## src/lcb_pkg.sv

```systemverilog
/*
 File: shared constants for the LCD driver serial receiver and blinker.
 Assumes: included by every design file of the block through import.
*/
package lcb_pkg;
   localparam logic [5:0] ADDR_PREFIX = 6'h1C;
   localparam int ADDR_PREFIX_MSB = 7;
   localparam int ADDR_SEL_BIT = 1;
   localparam int ADDR_RW_BIT = 0;
   localparam int CONT_BIT = 7;
   localparam int BLINK_DIV1 = 768;
   localparam int BLINK_DIV2 = 1536;
   localparam int BLINK_DIV3 = 3072;
   localparam logic [1:0] RATE_OFF = 2'h0;
   localparam logic [1:0] RATE_1 = 2'h1;
   localparam logic [1:0] RATE_2 = 2'h2;
   localparam logic [1:0] RATE_3 = 2'h3;
   localparam logic [3:0] BLINK_OPC = 4'hE;
   localparam logic [1:0] MODE_OPC = 2'h2;
   localparam logic [3:0] DEVSEL_OPC = 4'hC;
   localparam logic [4:0] BANK_OPC = 5'h1E;
   localparam int MODE_EN_BIT = 3;
   localparam int MODE_BIAS_BIT = 2;
   localparam int BLINK_ALT_BIT = 2;
   localparam logic [1:0] DRIVE_STATIC = 2'h1;
   localparam logic [1:0] DRIVE_MUX2 = 2'h2;
   localparam logic [1:0] DRIVE_MUX3 = 2'h3;
   localparam logic [1:0] DRIVE_MUX4 = 2'h0;
   localparam logic [5:0] RAM_LAST = 6'h27;
   localparam logic [5:0] PTR_RST = 6'h00;
   localparam logic [2:0] SUBADDR_RST = 3'h0;
   localparam logic [1:0] DRIVE_RST = 2'h0;
   localparam logic [1:0] RATE_RST = 2'h0;
   localparam int FIFO_DEPTH = 32;
   localparam int FIFO_WIDTH = 17;
endpackage

```

## src/lcb_fifo.sv

```systemverilog
/*
 File: synchronous FIFO with valid/ready on both sides.
 Assumes: one clock, asynchronous active-low reset; depth a power of two.
*/
`timescale 1ns/10ps
module lcb_fifo
   import lcb_pkg::*;
#(
   parameter int WIDTH = FIFO_WIDTH,
   parameter int DEPTH = FIFO_DEPTH
) (
   // Clock and reset
   input wire logic clk_sys_in,
   input wire logic rst_n_in,
   // Fill side
   input wire logic in_valid_in,
   output logic in_ready_out,
   input wire logic [WIDTH-1:0] in_data_in,
   // Drain side
   output logic out_valid_out,
   input wire logic out_ready_in,
   output logic [WIDTH-1:0] out_data_out
);
   localparam int AW = $clog2(DEPTH);
   logic [WIDTH-1:0] mem [DEPTH];
   logic [AW:0] wr_reg, wr_next, rd_reg, rd_next;
   logic push, pop;

   assign in_ready_out = (wr_reg - rd_reg) != (AW+1)'(DEPTH);
   assign out_valid_out = wr_reg != rd_reg;
   assign push = in_valid_in && in_ready_out;
   assign pop = out_valid_out && out_ready_in;
   assign out_data_out = mem[rd_reg[AW-1:0]];

   always_comb begin
      wr_next = push ? wr_reg + 1'b1 : wr_reg;
      rd_next = pop ? rd_reg + 1'b1 : rd_reg;
   end

   always_ff @(posedge clk_sys_in or negedge rst_n_in) begin
      if (!rst_n_in) begin
         wr_reg <= '0;
         rd_reg <= '0;
      end else begin
         wr_reg <= wr_next;
         rd_reg <= rd_next;
      end
   end

   // Storage has no reset; entries are only read once written
   always_ff @(posedge clk_sys_in) begin
      if (push) begin
         mem[wr_reg[AW-1:0]] <= in_data_in;
      end
   end

   a_fifo_no_overflow: assert property (@(posedge clk_sys_in) disable iff (!rst_n_in)
      (wr_reg - rd_reg) <= (AW+1)'(DEPTH))
      else $error("fifo holds more entries than its depth");
endmodule

```

## src/lcb_receiver.sv

```systemverilog
/*
 File: two-wire serial slave receiver, command decoder and blinker of a segment LCD driver.
 Assumes: the serial lines are oversampled by a system clock far faster than the bit rate;
 display writes leave through a FIFO towards a display RAM outside this block.
*/
// Summary of operation
// - Blink rates divide the clock by 768, 1536, 3072; off means no blink.
// - Static and 1:2 modes with alternate blink swap displayed bank each half period.
// - Data falling while clock high is start; device begins address reception.
// - Data rising while clock high is stop; device ends current transfer.
// - Each byte is followed by an acknowledge cycle; byte count unbounded.
// - Acknowledge holds data low through the whole high phase of that pulse.
// - Device is slave receiver only; its sole drive is the acknowledge.
// - Address upper six bits 011100, bit 1 equals select pin, bit 0 read/write.
// - Read requests are not answered; master always sends write.
// - Matching devices acknowledge address; others ignore until next start.
// - Bytes are commands while top bit is 1; after top bit 0 comes data.
// - Every selected device acknowledges each command byte.
// - Data bytes stored at pointer; pointer then advances, subaddress only when pointer wraps past 39.
// - Data bytes acknowledged only when subaddress counter equals hardware pins.
// - Repeated start returns the device to expecting an address byte.
// - Blink mode and rate come from the latest blink-select command.
// - Blink command: bits 6..3 are 1110, bit 2 alternate, bits 1..0 rate.
// - Display bytes are stored as soon as received, before the acknowledge.
// - Mode-set bit 3 blanks the display when 0 and enables it when 1.
// - Bank choice shows row 2 for 0 in static, rows 2,3 for 0,1 in 1:2.
`timescale 1ns/10ps
module lcb_receiver
   import lcb_pkg::*;
(
   // Clock and reset
   input wire logic clk_sys_in,
   input wire logic rst_n_in,
   // Serial bus pins
   input wire logic scl_in,
   input wire logic sda_in,
   output logic sda_out,
   output logic sda_oe_out,
   // Straps
   input wire logic addr_select_pin,
   input wire logic hw_subaddr_pin0,
   input wire logic hw_subaddr_pin1,
   input wire logic hw_subaddr_pin2,
   // Display write stream: {bank, two unused pad bits, pointer, data}
   output logic wr_valid_out,
   input wire logic wr_ready_in,
   output logic [5:0] wr_ptr_out,
   output logic [7:0] wr_data_out,
   output logic wr_bank_out,
   // Display configuration and blink state
   output logic [1:0] drive_mode_out,
   output logic bias_half_out,
   output logic disp_enable_out,
   output logic out_bank_out,
   output logic [1:0] blink_rate_field,
   output logic blink_alt_out,
   output logic disp_blank_out,
   output logic disp_bank_out,
   output logic fifo_stall_out
);
   typedef enum logic [3:0] {
      ST_IDLE = 4'h1,
      ST_ADDR = 4'h2,
      ST_CMD = 4'h4,
      ST_DATA = 4'h8
   } lcb_state_t;

   // Pointer increment per received data byte, stored or not, for the given drive mode
   function automatic logic [5:0] ptr_step(input logic [1:0] mode);
      unique case (mode)
         DRIVE_STATIC: ptr_step = 6'h08;
         DRIVE_MUX2: ptr_step = 6'h04;
         DRIVE_MUX3: ptr_step = 6'h03;
         default: ptr_step = 6'h02;
      endcase
   endfunction

   // Synchronisers: first stage read only by the second
   logic scl_s1_reg, scl_s2_reg, scl_d_reg;
   logic sda_s1_reg, sda_s2_reg, sda_d_reg;
   logic scl_rise, scl_fall, start_det, stop_det;

   always_ff @(posedge clk_sys_in or negedge rst_n_in) begin
      if (!rst_n_in) begin
         scl_s1_reg <= 1'b1;
         scl_s2_reg <= 1'b1;
         scl_d_reg <= 1'b1;
         sda_s1_reg <= 1'b1;
         sda_s2_reg <= 1'b1;
         sda_d_reg <= 1'b1;
      end else begin
         scl_s1_reg <= scl_in;
         scl_s2_reg <= scl_s1_reg;
         scl_d_reg <= scl_s2_reg;
         sda_s1_reg <= sda_in;
         sda_s2_reg <= sda_s1_reg;
         sda_d_reg <= sda_s2_reg;
      end
   end

   assign scl_rise = scl_s2_reg && !scl_d_reg;
   assign scl_fall = !scl_s2_reg && scl_d_reg;
   assign start_det = scl_s2_reg && scl_d_reg && sda_d_reg && !sda_s2_reg;
   assign stop_det = scl_s2_reg && scl_d_reg && !sda_d_reg && sda_s2_reg;

   // Straps are plain levels sampled like any pin
   logic [3:0] strap_s1_reg, strap_reg;
   always_ff @(posedge clk_sys_in or negedge rst_n_in) begin
      if (!rst_n_in) begin
         strap_s1_reg <= 4'h0;
         strap_reg <= 4'h0;
      end else begin
         strap_s1_reg <= {addr_select_pin, hw_subaddr_pin2, hw_subaddr_pin1, hw_subaddr_pin0};
         strap_reg <= strap_s1_reg;
      end
   end

   // Protocol state
   lcb_state_t st_reg, st_next;
   logic [7:0] sh_reg, sh_next;
   logic [3:0] bit_reg, bit_next;
   logic ack_reg, ack_next;
   logic in_ack_reg, in_ack_next;
   logic [5:0] ptr_reg, ptr_next;
   logic [2:0] sub_reg, sub_next;
   logic [1:0] mode_reg, mode_next;
   logic bias_reg, bias_next, en_reg, en_next;
   logic ibank_reg, ibank_next, obank_reg, obank_next;
   logic [1:0] rate_reg, rate_next;
   logic alt_reg, alt_next;
   logic push;
   logic [7:0] byte_now;
   logic sub_match;
   logic fifo_ready;
   logic [6:0] sum;

   assign byte_now = {sh_reg[6:0], sda_s2_reg};
   assign sub_match = sub_reg == strap_reg[2:0];

   always_comb begin
      st_next = st_reg;
      sh_next = sh_reg;
      bit_next = bit_reg;
      ack_next = ack_reg;
      in_ack_next = in_ack_reg;
      ptr_next = ptr_reg;
      sub_next = sub_reg;
      mode_next = mode_reg;
      bias_next = bias_reg;
      en_next = en_reg;
      ibank_next = ibank_reg;
      obank_next = obank_reg;
      rate_next = rate_reg;
      alt_next = alt_reg;
      push = 1'b0;
      sum = 7'h00;
      if (start_det) begin
         st_next = ST_ADDR;
         bit_next = 4'h0;
         ack_next = 1'b0;
         in_ack_next = 1'b0;
      end else if (stop_det) begin
         st_next = ST_IDLE;
         ack_next = 1'b0;
         in_ack_next = 1'b0;
      end else if (st_reg != ST_IDLE) begin
         if (scl_rise && !in_ack_reg) begin
            sh_next = byte_now;
            bit_next = bit_reg + 4'h1;
            if (bit_reg == 4'h7) begin
               // Byte complete at the eighth rising edge
               unique case (st_reg)
                  ST_ADDR: begin
                     if (byte_now[ADDR_PREFIX_MSB -: 6] == ADDR_PREFIX &&
                         byte_now[ADDR_SEL_BIT] == strap_reg[3] &&
                         !byte_now[ADDR_RW_BIT]) begin
                        ack_next = 1'b1;
                        st_next = ST_CMD;
                     end else begin
                        st_next = ST_IDLE;
                     end
                  end
                  ST_CMD: begin
                     ack_next = 1'b1;
                     if (byte_now[6:5] == MODE_OPC) begin
                        en_next = byte_now[MODE_EN_BIT];
                        bias_next = byte_now[MODE_BIAS_BIT];
                        mode_next = byte_now[1:0];
                     end else if (!byte_now[6]) begin
                        ptr_next = byte_now[5:0];
                     end else if (byte_now[6:3] == DEVSEL_OPC) begin
                        sub_next = byte_now[2:0];
                     end else if (byte_now[6:2] == BANK_OPC) begin
                        ibank_next = byte_now[1];
                        obank_next = byte_now[0];
                     end else if (byte_now[6:3] == BLINK_OPC) begin
                        alt_next = byte_now[BLINK_ALT_BIT];
                        rate_next = byte_now[1:0];
                     end
                     if (!byte_now[CONT_BIT]) begin
                        st_next = ST_DATA;
                     end
                  end
                  ST_DATA: begin
                     ack_next = sub_match;
                     push = sub_match;
                     sum = {1'b0, ptr_reg} + {1'b0, ptr_step(mode_reg)};
                     if (sum > {1'b0, RAM_LAST}) begin
                        ptr_next = 6'(sum - 7'h28);
                        sub_next = sub_reg + 3'h1;
                     end else begin
                        ptr_next = sum[5:0];
                     end
                  end
                  default: st_next = ST_IDLE;
               endcase
            end
         end else if (scl_fall && bit_reg == 4'h8 && !in_ack_reg) begin
            in_ack_next = 1'b1;
         end else if (scl_fall && in_ack_reg) begin
            in_ack_next = 1'b0;
            ack_next = 1'b0;
            bit_next = 4'h0;
         end
      end
   end

   always_ff @(posedge clk_sys_in or negedge rst_n_in) begin
      if (!rst_n_in) begin
         st_reg <= ST_IDLE;
         sh_reg <= 8'h00;
         bit_reg <= 4'h0;
         ack_reg <= 1'b0;
         in_ack_reg <= 1'b0;
         ptr_reg <= PTR_RST;
         sub_reg <= SUBADDR_RST;
         mode_reg <= DRIVE_RST;
         bias_reg <= 1'b0;
         en_reg <= 1'b0;
         ibank_reg <= 1'b0;
         obank_reg <= 1'b0;
         rate_reg <= RATE_RST;
         alt_reg <= 1'b0;
      end else begin
         st_reg <= st_next;
         sh_reg <= sh_next;
         bit_reg <= bit_next;
         ack_reg <= ack_next;
         in_ack_reg <= in_ack_next;
         ptr_reg <= ptr_next;
         sub_reg <= sub_next;
         mode_reg <= mode_next;
         bias_reg <= bias_next;
         en_reg <= en_next;
         ibank_reg <= ibank_next;
         obank_reg <= obank_next;
         rate_reg <= rate_next;
         alt_reg <= alt_next;
      end
   end

   // Only ever pulls low, and only in the acknowledge slot
   assign sda_out = 1'b0;
   assign sda_oe_out = ack_reg && in_ack_reg;

   // A full FIFO drops the byte although it was acknowledged; the stall flag warns the consumer
   logic unused_ready, unused_pad;
   assign fifo_stall_out = !fifo_ready;
   lcb_fifo #(.WIDTH(FIFO_WIDTH), .DEPTH(FIFO_DEPTH)) u_fifo (
      .clk_sys_in(clk_sys_in),
      .rst_n_in(rst_n_in),
      .in_valid_in(push),
      .in_ready_out(fifo_ready),
      .in_data_in({ibank_reg && (mode_reg == DRIVE_STATIC || mode_reg == DRIVE_MUX2),
                   2'b00, ptr_reg, byte_now}),
      .out_valid_out(wr_valid_out),
      .out_ready_in(wr_ready_in),
      .out_data_out({wr_bank_out, unused_ready, unused_pad, wr_ptr_out, wr_data_out})
   );

   // Blinker: free-running counter, half period selects phase
   logic [11:0] blk_reg, blk_next;
   logic [11:0] half;
   logic phase_reg, phase_next;
   always_comb begin
      unique case (rate_reg)
         RATE_1: half = 12'(BLINK_DIV1 / 2);
         RATE_2: half = 12'(BLINK_DIV2 / 2);
         RATE_3: half = 12'(BLINK_DIV3 / 2);
         default: half = 12'(BLINK_DIV1 / 2);
      endcase
      blk_next = blk_reg + 12'h001;
      phase_next = phase_reg;
      if (blk_reg >= half - 12'h001) begin
         blk_next = 12'h000;
         phase_next = !phase_reg;
      end
      if (rate_reg == RATE_OFF) begin
         phase_next = 1'b0;
      end
   end

   always_ff @(posedge clk_sys_in or negedge rst_n_in) begin
      if (!rst_n_in) begin
         blk_reg <= 12'h000;
         phase_reg <= 1'b0;
      end else begin
         blk_reg <= blk_next;
         phase_reg <= phase_next;
      end
   end

   logic bank_capable;
   assign bank_capable = mode_reg == DRIVE_STATIC || mode_reg == DRIVE_MUX2;
   assign drive_mode_out = mode_reg;
   assign bias_half_out = bias_reg;
   assign disp_enable_out = en_reg;
   assign out_bank_out = obank_reg;
   assign blink_rate_field = rate_reg;
   assign blink_alt_out = alt_reg;
   assign disp_bank_out = bank_capable && (obank_reg ^ (alt_reg && phase_reg));
   // Normal blink blanks; alternate blink in 1:3/1:4 has no bank so it blanks too
   assign disp_blank_out = !en_reg || (phase_reg && !(alt_reg && bank_capable));

   a_ack_only_slot: assert property (@(posedge clk_sys_in) disable iff (!rst_n_in)
      sda_oe_out |-> in_ack_reg && st_reg != ST_IDLE && st_reg != ST_ADDR)
      else $error("data line driven outside acknowledge");
   a_ack_holds: assert property (@(posedge clk_sys_in) disable iff (!rst_n_in)
      sda_oe_out && scl_rise |=> sda_oe_out throughout (scl_s2_reg [*1]))
      else $error("acknowledge released during high phase");
   a_start_addr: assert property (@(posedge clk_sys_in) disable iff (!rst_n_in)
      start_det |=> st_reg == ST_ADDR && bit_reg == 4'h0)
      else $error("start did not restart address");
   a_stop_idle: assert property (@(posedge clk_sys_in) disable iff (!rst_n_in)
      stop_det && !start_det |=> st_reg == ST_IDLE && !sda_oe_out)
      else $error("stop did not end transfer");
   a_data_match: assert property (@(posedge clk_sys_in) disable iff (!rst_n_in)
      push |-> st_reg == ST_DATA && sub_reg == strap_reg[2:0])
      else $error("store without subaddress match");
   a_cmd_ack: assert property (@(posedge clk_sys_in) disable iff (!rst_n_in)
      st_reg == ST_CMD && scl_rise && bit_reg == 4'h7 && !in_ack_reg && !start_det
      && !stop_det |=> ack_reg)
      else $error("command byte not acknowledged");
   a_blink_off: assert property (@(posedge clk_sys_in) disable iff (!rst_n_in)
      rate_reg == RATE_OFF |=> !phase_reg)
      else $error("blink phase active while off");
   a_blink_period: assert property (@(posedge clk_sys_in) disable iff (!rst_n_in)
      rate_reg == RATE_1 && $past(rate_reg) == RATE_1 && blk_reg < 12'h17F
      |=> blk_reg == $past(blk_reg) + 12'h001)
      else $error("blink counter skipped");
   c_data_stored: cover property (@(posedge clk_sys_in) push);
   c_nack_addr: cover property (@(posedge clk_sys_in)
      st_reg == ST_ADDR ##1 st_reg == ST_IDLE);
   c_alt_swap: cover property (@(posedge clk_sys_in) $changed(disp_bank_out));
endmodule

```

## config.mk

```make
export PLATFORM = sky130hd
export DESIGN_NAME = lcb_receiver
export DESIGN_NICKNAME = d
export VERILOG_FILES = /design/src/lcb_pkg.sv /design/src/lcb_fifo.sv /design/src/lcb_receiver.sv
export SDC_FILE = /design/constraint.sdc
export NUM_CORES = 1
export LEC_CHECK = 0
export ABC_AREA = 1
export BUFFER_PORTS_ARGS = -buffer_cell sky130_fd_sc_hd__buf_2
export CELL_PAD_IN_SITES_DETAIL_PLACEMENT = 1
export CELL_PAD_IN_SITES_GLOBAL_PLACEMENT = 1
export CORE_MARGIN = 4
export CORE_UTILIZATION = 45
export CTS_CLUSTER_DIAMETER = 40
export DETAILED_ROUTE_END_ITERATION = 10
export PLACE_DENSITY_LB_ADDON = 0.1
export SLEW_MARGIN = 15
export SYNTH_ARGS = -nofsm -noshare
export SYNTH_HDL_FRONTEND = slang
export SYNTH_SLANG_ARGS = --single-unit
```

## constraint.sdc

```tcl
create_clock -name clk_sys_in -period 4 [get_ports clk_sys_in]
set_input_delay 0.8 -clock clk_sys_in [delete_from_list [all_inputs] [get_ports clk_sys_in]]
set_output_delay 0.8 -clock clk_sys_in [all_outputs]
set_load 0.01 [all_outputs]
```

After elaboration in Yosys (flattened, before gate mapping)
Memory sizes are Yosys's and may differ from the RTL's.
Cells that the tools add are included.
{"block": "word_totals", "register_bits": 74, "ram_bits": 480, "inputBits": 9, "out_inout_bits": 29, "wordCells": 186, "n_memories": 1}
{"memory": "u_fifo.mem", "words": 32, "word_bits": 15, "rd": 1, "rd_ports_with_merged_regs": 0, "write_ports": 1, "line": "lcb_fifo.sv:25", "text": "logic [WIDTH-1:0] mem [DEPTH];"}
{"block": "op_classes", "addsub": 9, "magnitude_cmp": 2, "n_eq_ne": 34, "muxes": 56, "bitwise_logic": 6, "reduce_logical": 52}
{"op": "$mux 6", "count": 9}
{"op": "$mux 4", "count": 12}
{"op": "$pmux 4 s3", "count": 2}
{"op": "$mux 1", "count": 23}
{"op": "$pmux 11 s2", "count": 1}
{"op": "$logic_and 1x1->1", "count": 21}
{"op": "$reduce_and 10->1", "count": 2}
{"op": "$eq 4x4->1 const B", "count": 4}
{"op": "$mux 3", "count": 5}
{"op": "$add 12x1->12 const B", "count": 1}
{"op": "$add 6x1->6 const B", "count": 2}
{"op": "$ge 12x12->1", "count": 1}
{"op": "$mux 12", "count": 1}
{"op": "$ne 2x2->1 const B", "count": 6}
{"op": "$pmux 6 s2", "count": 1}
{"op": "$reduce_bool 3->1", "count": 4}
{"op": "$sub 12x1->12 const B", "count": 1}
{"op": "$reduce_and 11->1", "count": 1}
{"op": "$eq 2x2->1 const B", "count": 5}
{"op": "$logic_not 1->1", "count": 9}
{"op": "$ne 3x3->1 const B", "count": 3}
{"op": "$eq 4x3->1 const B", "count": 2}
{"op": "$ne 4x4->1 const B", "count": 2}
{"op": "$reduce_and 4->1", "count": 2}
{"op": "31 further kinds", "count": 39}

Logic depth before layout (Yosys ltp)
{"block": "logic_depth", "ltp_word": 12, "mapped_depth": 19, "ltp_nobuf": 19}

By module
Synthesis repeated with hierarchy kept, for this count alone.
{"block": "hier_totals", "cells_unflattened": 2286, "area_unflattened_um2": 26235.2}
{"mod": "lcb_fifo", "instances": 1, "cells_per_inst": 1885, "area_per_inst_um2": 22887.0, "seq_area_each_um2": 16636.0}
{"mod": "lcb_receiver", "instances": 1, "cells_per_inst": 401, "area_per_inst_um2": 3348.2, "seq_area_each_um2": 1560.2}

Worst setup path before layout
No wires, ideal clock.
{"block": "synth_timing", "kind": "reg-to-reg", "from": "register u_fifo.rd_reg[1]", "to": "memory u_fifo.mem[11][0] in the netlist's numbering (enable)", "setup_ns": 0.386, "arrival_time_ns": 2.725, "t_required_ns": 3.614, "setup_slack_ns": 0.889, "path_stages_with_launch": 14, "path_buffers": 2, "synth_period_minus_slack_ns": 3.111, "cell_sequence": "dfrtp_1 > inv_1 > buf_2 > clkbuf_1 > ha_1 > a21oi_1 > o21ai_0 > nand2_1 > nand2_1 > nand2_1 > nand2_1 > nand3_2 > nand3_2 > nor2_1"}
{"block": "synth_via", "elab_chain_cells": 5}
{"element": "start: declaration", "line": "lcb_fifo.sv:26", "text": "logic [AW:0] wr_reg, wr_next, rd_reg, rd_next;"}
{"element": "start signal: assignment", "line": "lcb_fifo.sv:46", "text": "rd_reg <= rd_next;"}
{"element": "$sub 6x6->6", "line": "lcb_fifo.sv:29", "text": "assign in_ready_out = (wr_reg - rd_reg) != (AW+1)'(DEPTH);"}
{"element": "$ne 6x6->1", "line": "lcb_fifo.sv:29"}
{"element": "$logic_and 1x1->1", "line": "lcb_fifo.sv:31", "text": "assign push = in_valid_in && in_ready_out;"}
{"element": "$mux 1", "line": "lcb_fifo.sv:52", "text": "if (push) begin"}
{"element": "$mux 1 (implied by the code)", "line": "lcb_fifo.sv:53", "text": "mem[wr_reg[AW-1:0]] <= in_data_in;"}
{"element": "end: declaration", "line": "lcb_fifo.sv:25"}
Every way passes these cells.

Worst setup path after layout
{"block": "layout_timing", "from": "register u_fifo.rd_reg[1]", "to": "output wr_ptr_out[4]"}
{"block": "layout_via", "elab_chain_cells": 1}
{"element": "$mem_v2 32x15"}
{"element": "end: declaration", "line": "lcb_receiver.sv:47", "text": "output logic [5:0] wr_ptr_out,"}
Every way passes these cells.

==> impl_metrics.env <==
export IMPL_status="completed"
export IMPL_initialDrtViolationCount=1251
export IMPL_clk_latency_ns=0.63
export IMPL_critPathMaxFanout=26
export IMPL_die_x_um=234
export IMPL_synth_nets=1957
export IMPL_fin_crit_sh=0.974
export IMPL_path_cells="inv_4 > buf_6 > o21ai_0 > o221ai_1 > nand3_1 > nand3_1 > o21ai_1 > inv_1 > buf_2"
export IMPL_grt_overflow=0
export IMPL_synth_edf_count=480
export IMPL_core_um2=50400
export IMPL_htreeDepth=3
export IMPL_vias=15800
export IMPL_rows=82
export IMPL_cts_buffers=85
export IMPL_wirelength_mm=69.9
export IMPL_synth_top_family_by_area="simple AND/OR/NAND/NOR gates"
export IMPL_ys_types=48
export IMPL_clock_skew_ns=0.0306
export IMPL_cts_root_buf="clkbuf_16"
export IMPL_max_vdd_ir_drop_mv=0.643
export IMPL_synth_mux_area_frac=0
export IMPL_p_leak_nw=9.40
export IMPL_synthAdderAreaFrac=0.0156
export IMPL_synth_compound_area_frac=0.112
export IMPL_pre_cts_ws_ns=0.557
export IMPL_grt_max_degree=112
export IMPL_clock_sinks=554
export IMPL_synthXorXnorAreaFrac=0.00837
export IMPL_grt_antenna_before_repair=1
export IMPL_io_pins=38
export IMPL_worst_slack_ns=0.103
export IMPL_dominantRegCellSynth="edfxtp_1"
export IMPL_grt_pass1_vias=16600
export IMPL_worstMarginPinSlew_ns=1.06
export IMPL_drc_errors=0
export IMPL_syn_cell_area_um2=23000
export IMPL_hold_path_depth=1
export IMPL_nNetsFinal=2053
export IMPL_area_delta_synth_final_pct=18.6
export IMPL_crit_arrival_ns=3.10
export IMPL_syn_area_per_cell_um2=12.0
export IMPL_yosys_register_bits=554
export IMPL_reg2reg_slack_ns=0.63
export IMPL_drive_gt1_frac=0.139
export IMPL_grtUsageTotal=0.256
export IMPL_postSynthCellCount=1920
export IMPL_slowest_stage="dfrtp_4"
export IMPL_ys_seq_area_frac=0.707
export IMPL_finalSetupViolations=0
export IMPL_finalHoldViolCount=0
export IMPL_r2r_end="u_fifo.mem[21][9]"
export IMPL_yosys_warnings=0
export IMPL_grt_pass1_wl_mm=104
export IMPL_clock_path_buffers=3
export IMPL_start_util=0.457
export IMPL_r2r_start="u_fifo.rd_reg[1]"
export IMPL_path_class="flip-flop to output port"
export IMPL_dieHeight_um=234
export IMPL_hp_class="input pin to flip-flop"
export IMPL_diodes=0
export IMPL_synthSimpleGateAreaFrac=0.120
export IMPL_startpoint_type="flip-flop"
export IMPL_largest_reg_flops=480
export IMPL_synthArstFlopShare=0.134
export IMPL_cts_tree="yes"
export IMPL_cp_end_kind="output port"
export IMPL_reg2reg_depth=12
export IMPL_portBuffers=36
export IMPL_path_clk_slew_ns=0.05
export IMPL_cpMostUsedCell="nand3_1"
export IMPL_wl_per_cell_um=25.3
export IMPL_power_density_nw_per_um2=743
export IMPL_cp_required_ns=3.20
export IMPL_antenna_left=0
export IMPL_drv_slew=0
export IMPL_drv_cap=0
export IMPL_dp_hpwl_mm=41.2
export IMPL_dr_pass1_iters=5
export IMPL_die_area_um2=54800
export IMPL_gp_congestion=0.800
export IMPL_slew_headroom=0.294
export IMPL_vias_per_cell=5.74
export IMPL_fmax_mhz=257
export IMPL_holdWs_ns=0.293
export IMPL_hold_buffers=0
export IMPL_holdCritStartpoint="scl_in"
export IMPL_min_period_ns=3.90
export IMPL_hold_end="scl_s1_reg"
export IMPL_cp_slowest_stage_delay_ns=0.64
export IMPL_finalPower_w=0.0203
## power by group
part	switching (W)	total [W]	internal, W	leakage, nW
registers	0.000419	0.00712	0.00670	4.83
logic	0.00406	0.00560	0.00154	3.17
clock network	0.00277	0.00756	0.00479	1.40
total	0.00725	0.0203	0.0130	9.40
## worst max-delay path, delay by kind of cell, from the launching register on
family | cells | cell delay, ns
compound gates | 3 | 0.62
buf+inv | 4 | 0.76
flops | 1 | 0.64
simple gates | 2 | 0.45
## per-stage QoR
step | instances | setup TNS [ns] | cell area, um^2 | utilization
2_1_floorplan | 1920 | 0 | 23000 | -
3_3_place_gp | 2598 | 0 | 24200 | 0.481
3_5_place_dp | 2598 | 0 | 24200 | 0.481
4_1_cts | 2758 | 0 | 27200 | 0.540
5_1_grt | 2761 | -0.000530 | 27300 | 0.542
6_report | 2761 | 0 | 27300 | 0.542
## Yosys cell counts (all sizes together), types with 2 or more instances
library cell	number	area share
nor2	330	0.055
o21ai	286	0.063
dfrtp	67	0.073
edfxtp	480	0.63
buf	31	0.0072
inv	104	0.017
clkinv	2	0.00087
and3	2	0.00054
or2	2	0.00054
nand3	69	0.016
o211ai	37	0.013
nand4	28	0.0076
a21oi	15	0.0033
nor3b	3	0.00098
ha	27	0.015
nand2	203	0.033
nor3	12	0.0033
nand3b	4	0.0013
xnor2	4	0.0015
nor4	2	0.00054
xor2	18	0.0069
o22ai	78	0.021
dfstp	7	0.0080
clkbuf	73	0.012
o221ai	28	0.011
conb	2	0.00033
## layout make-up
class                      instances  area (um^2)
clock buffer                      97         2170
timing repair buffer             113          903
clock inverter                    63          756
tap                              672          841
fill                            5143        23100
inverter                         106          432
multi-input combinational       1156         5910
sequential                       554        16300
## logic make-up (layout without fill, tap and decap cells)
group / Yosys count / after routing
AND/OR/NAND/NOR: 656 / 656
flip-flops: 554 / 554
AO/OA/AOI/OAI: 448 / 448
buffers and inverters: 210 / 379
adder cells (fa/ha/maj): 28 / 28
XOR/XNOR: 22 / 22
other: 2 / 2
## routing by layer
metal	track usage	vias up	routed length, um
li1	-	7139	-
met1	0.351	8082	30200
met2	0.417	498	33300
met3	0.0526	122	4480
met4	0.0774	2	1960
met5	0	-	15
## repair_timing
action                                  CTS  global route
resized for setup                         6            11
buffers inserted                          0             1
endpoints found under the setup margin   12            12
pin swaps                                 0             1
gates cloned                              0             2
## worst max path at each step
| stage | startpoint | to |
|---|---|---|
| final | u_fifo.rd_reg[1] | wr_ptr_out[4] |
| after global routing | u_fifo.rd_reg[0] | wr_data_out[1] |
| after CTS | u_fifo.rd_reg[1] | wr_data_out[3] |
| after detailed placement | u_fifo.rd_reg[0] | wr_data_out[4] |
| after global placement | u_fifo.rd_reg[0] | wr_data_out[4] |
| after floorplan | u_fifo.rd_reg[1] | u_fifo.mem[11][0] |
## layout by cell type (no fill, tap or decap), types with 3 or more instances in the layout
master,Yosys,final
edfxtp_1,480,480
nor2_1,328,326
o21ai_0,271,271
nand2_1,202,202
inv_1,97,96
clkbuf_16,0,87
o22ai_1,78,77
buf_4,3,67
nand3_1,64,63
dfrtp_1,67,62
buf_2,25,35
o211ai_1,34,34
nand4_1,28,28
ha_1,27,27
o221ai_1,28,26
xor2_1,18,18
clkinv_1,1,15
a21oi_1,15,15
bufinv_16,0,13
o21ai_1,12,12
clkbuf_1,73,12
nor3_1,10,10
inv_6,0,9
clkinv_2,0,9
clkinvlp_4,0,8
dfstp_2,7,7
nand3_2,5,6
inv_2,6,5
clkinv_8,1,5
clkinv_4,0,5
xnor2_1,4,4
nand3b_1,4,4
nor3b_1,3,3
o211ai_2,3,3
o21ai_2,3,3
buf_16,0,3
dfrtp_2,0,3
Power figures use the tool's default switching activity.
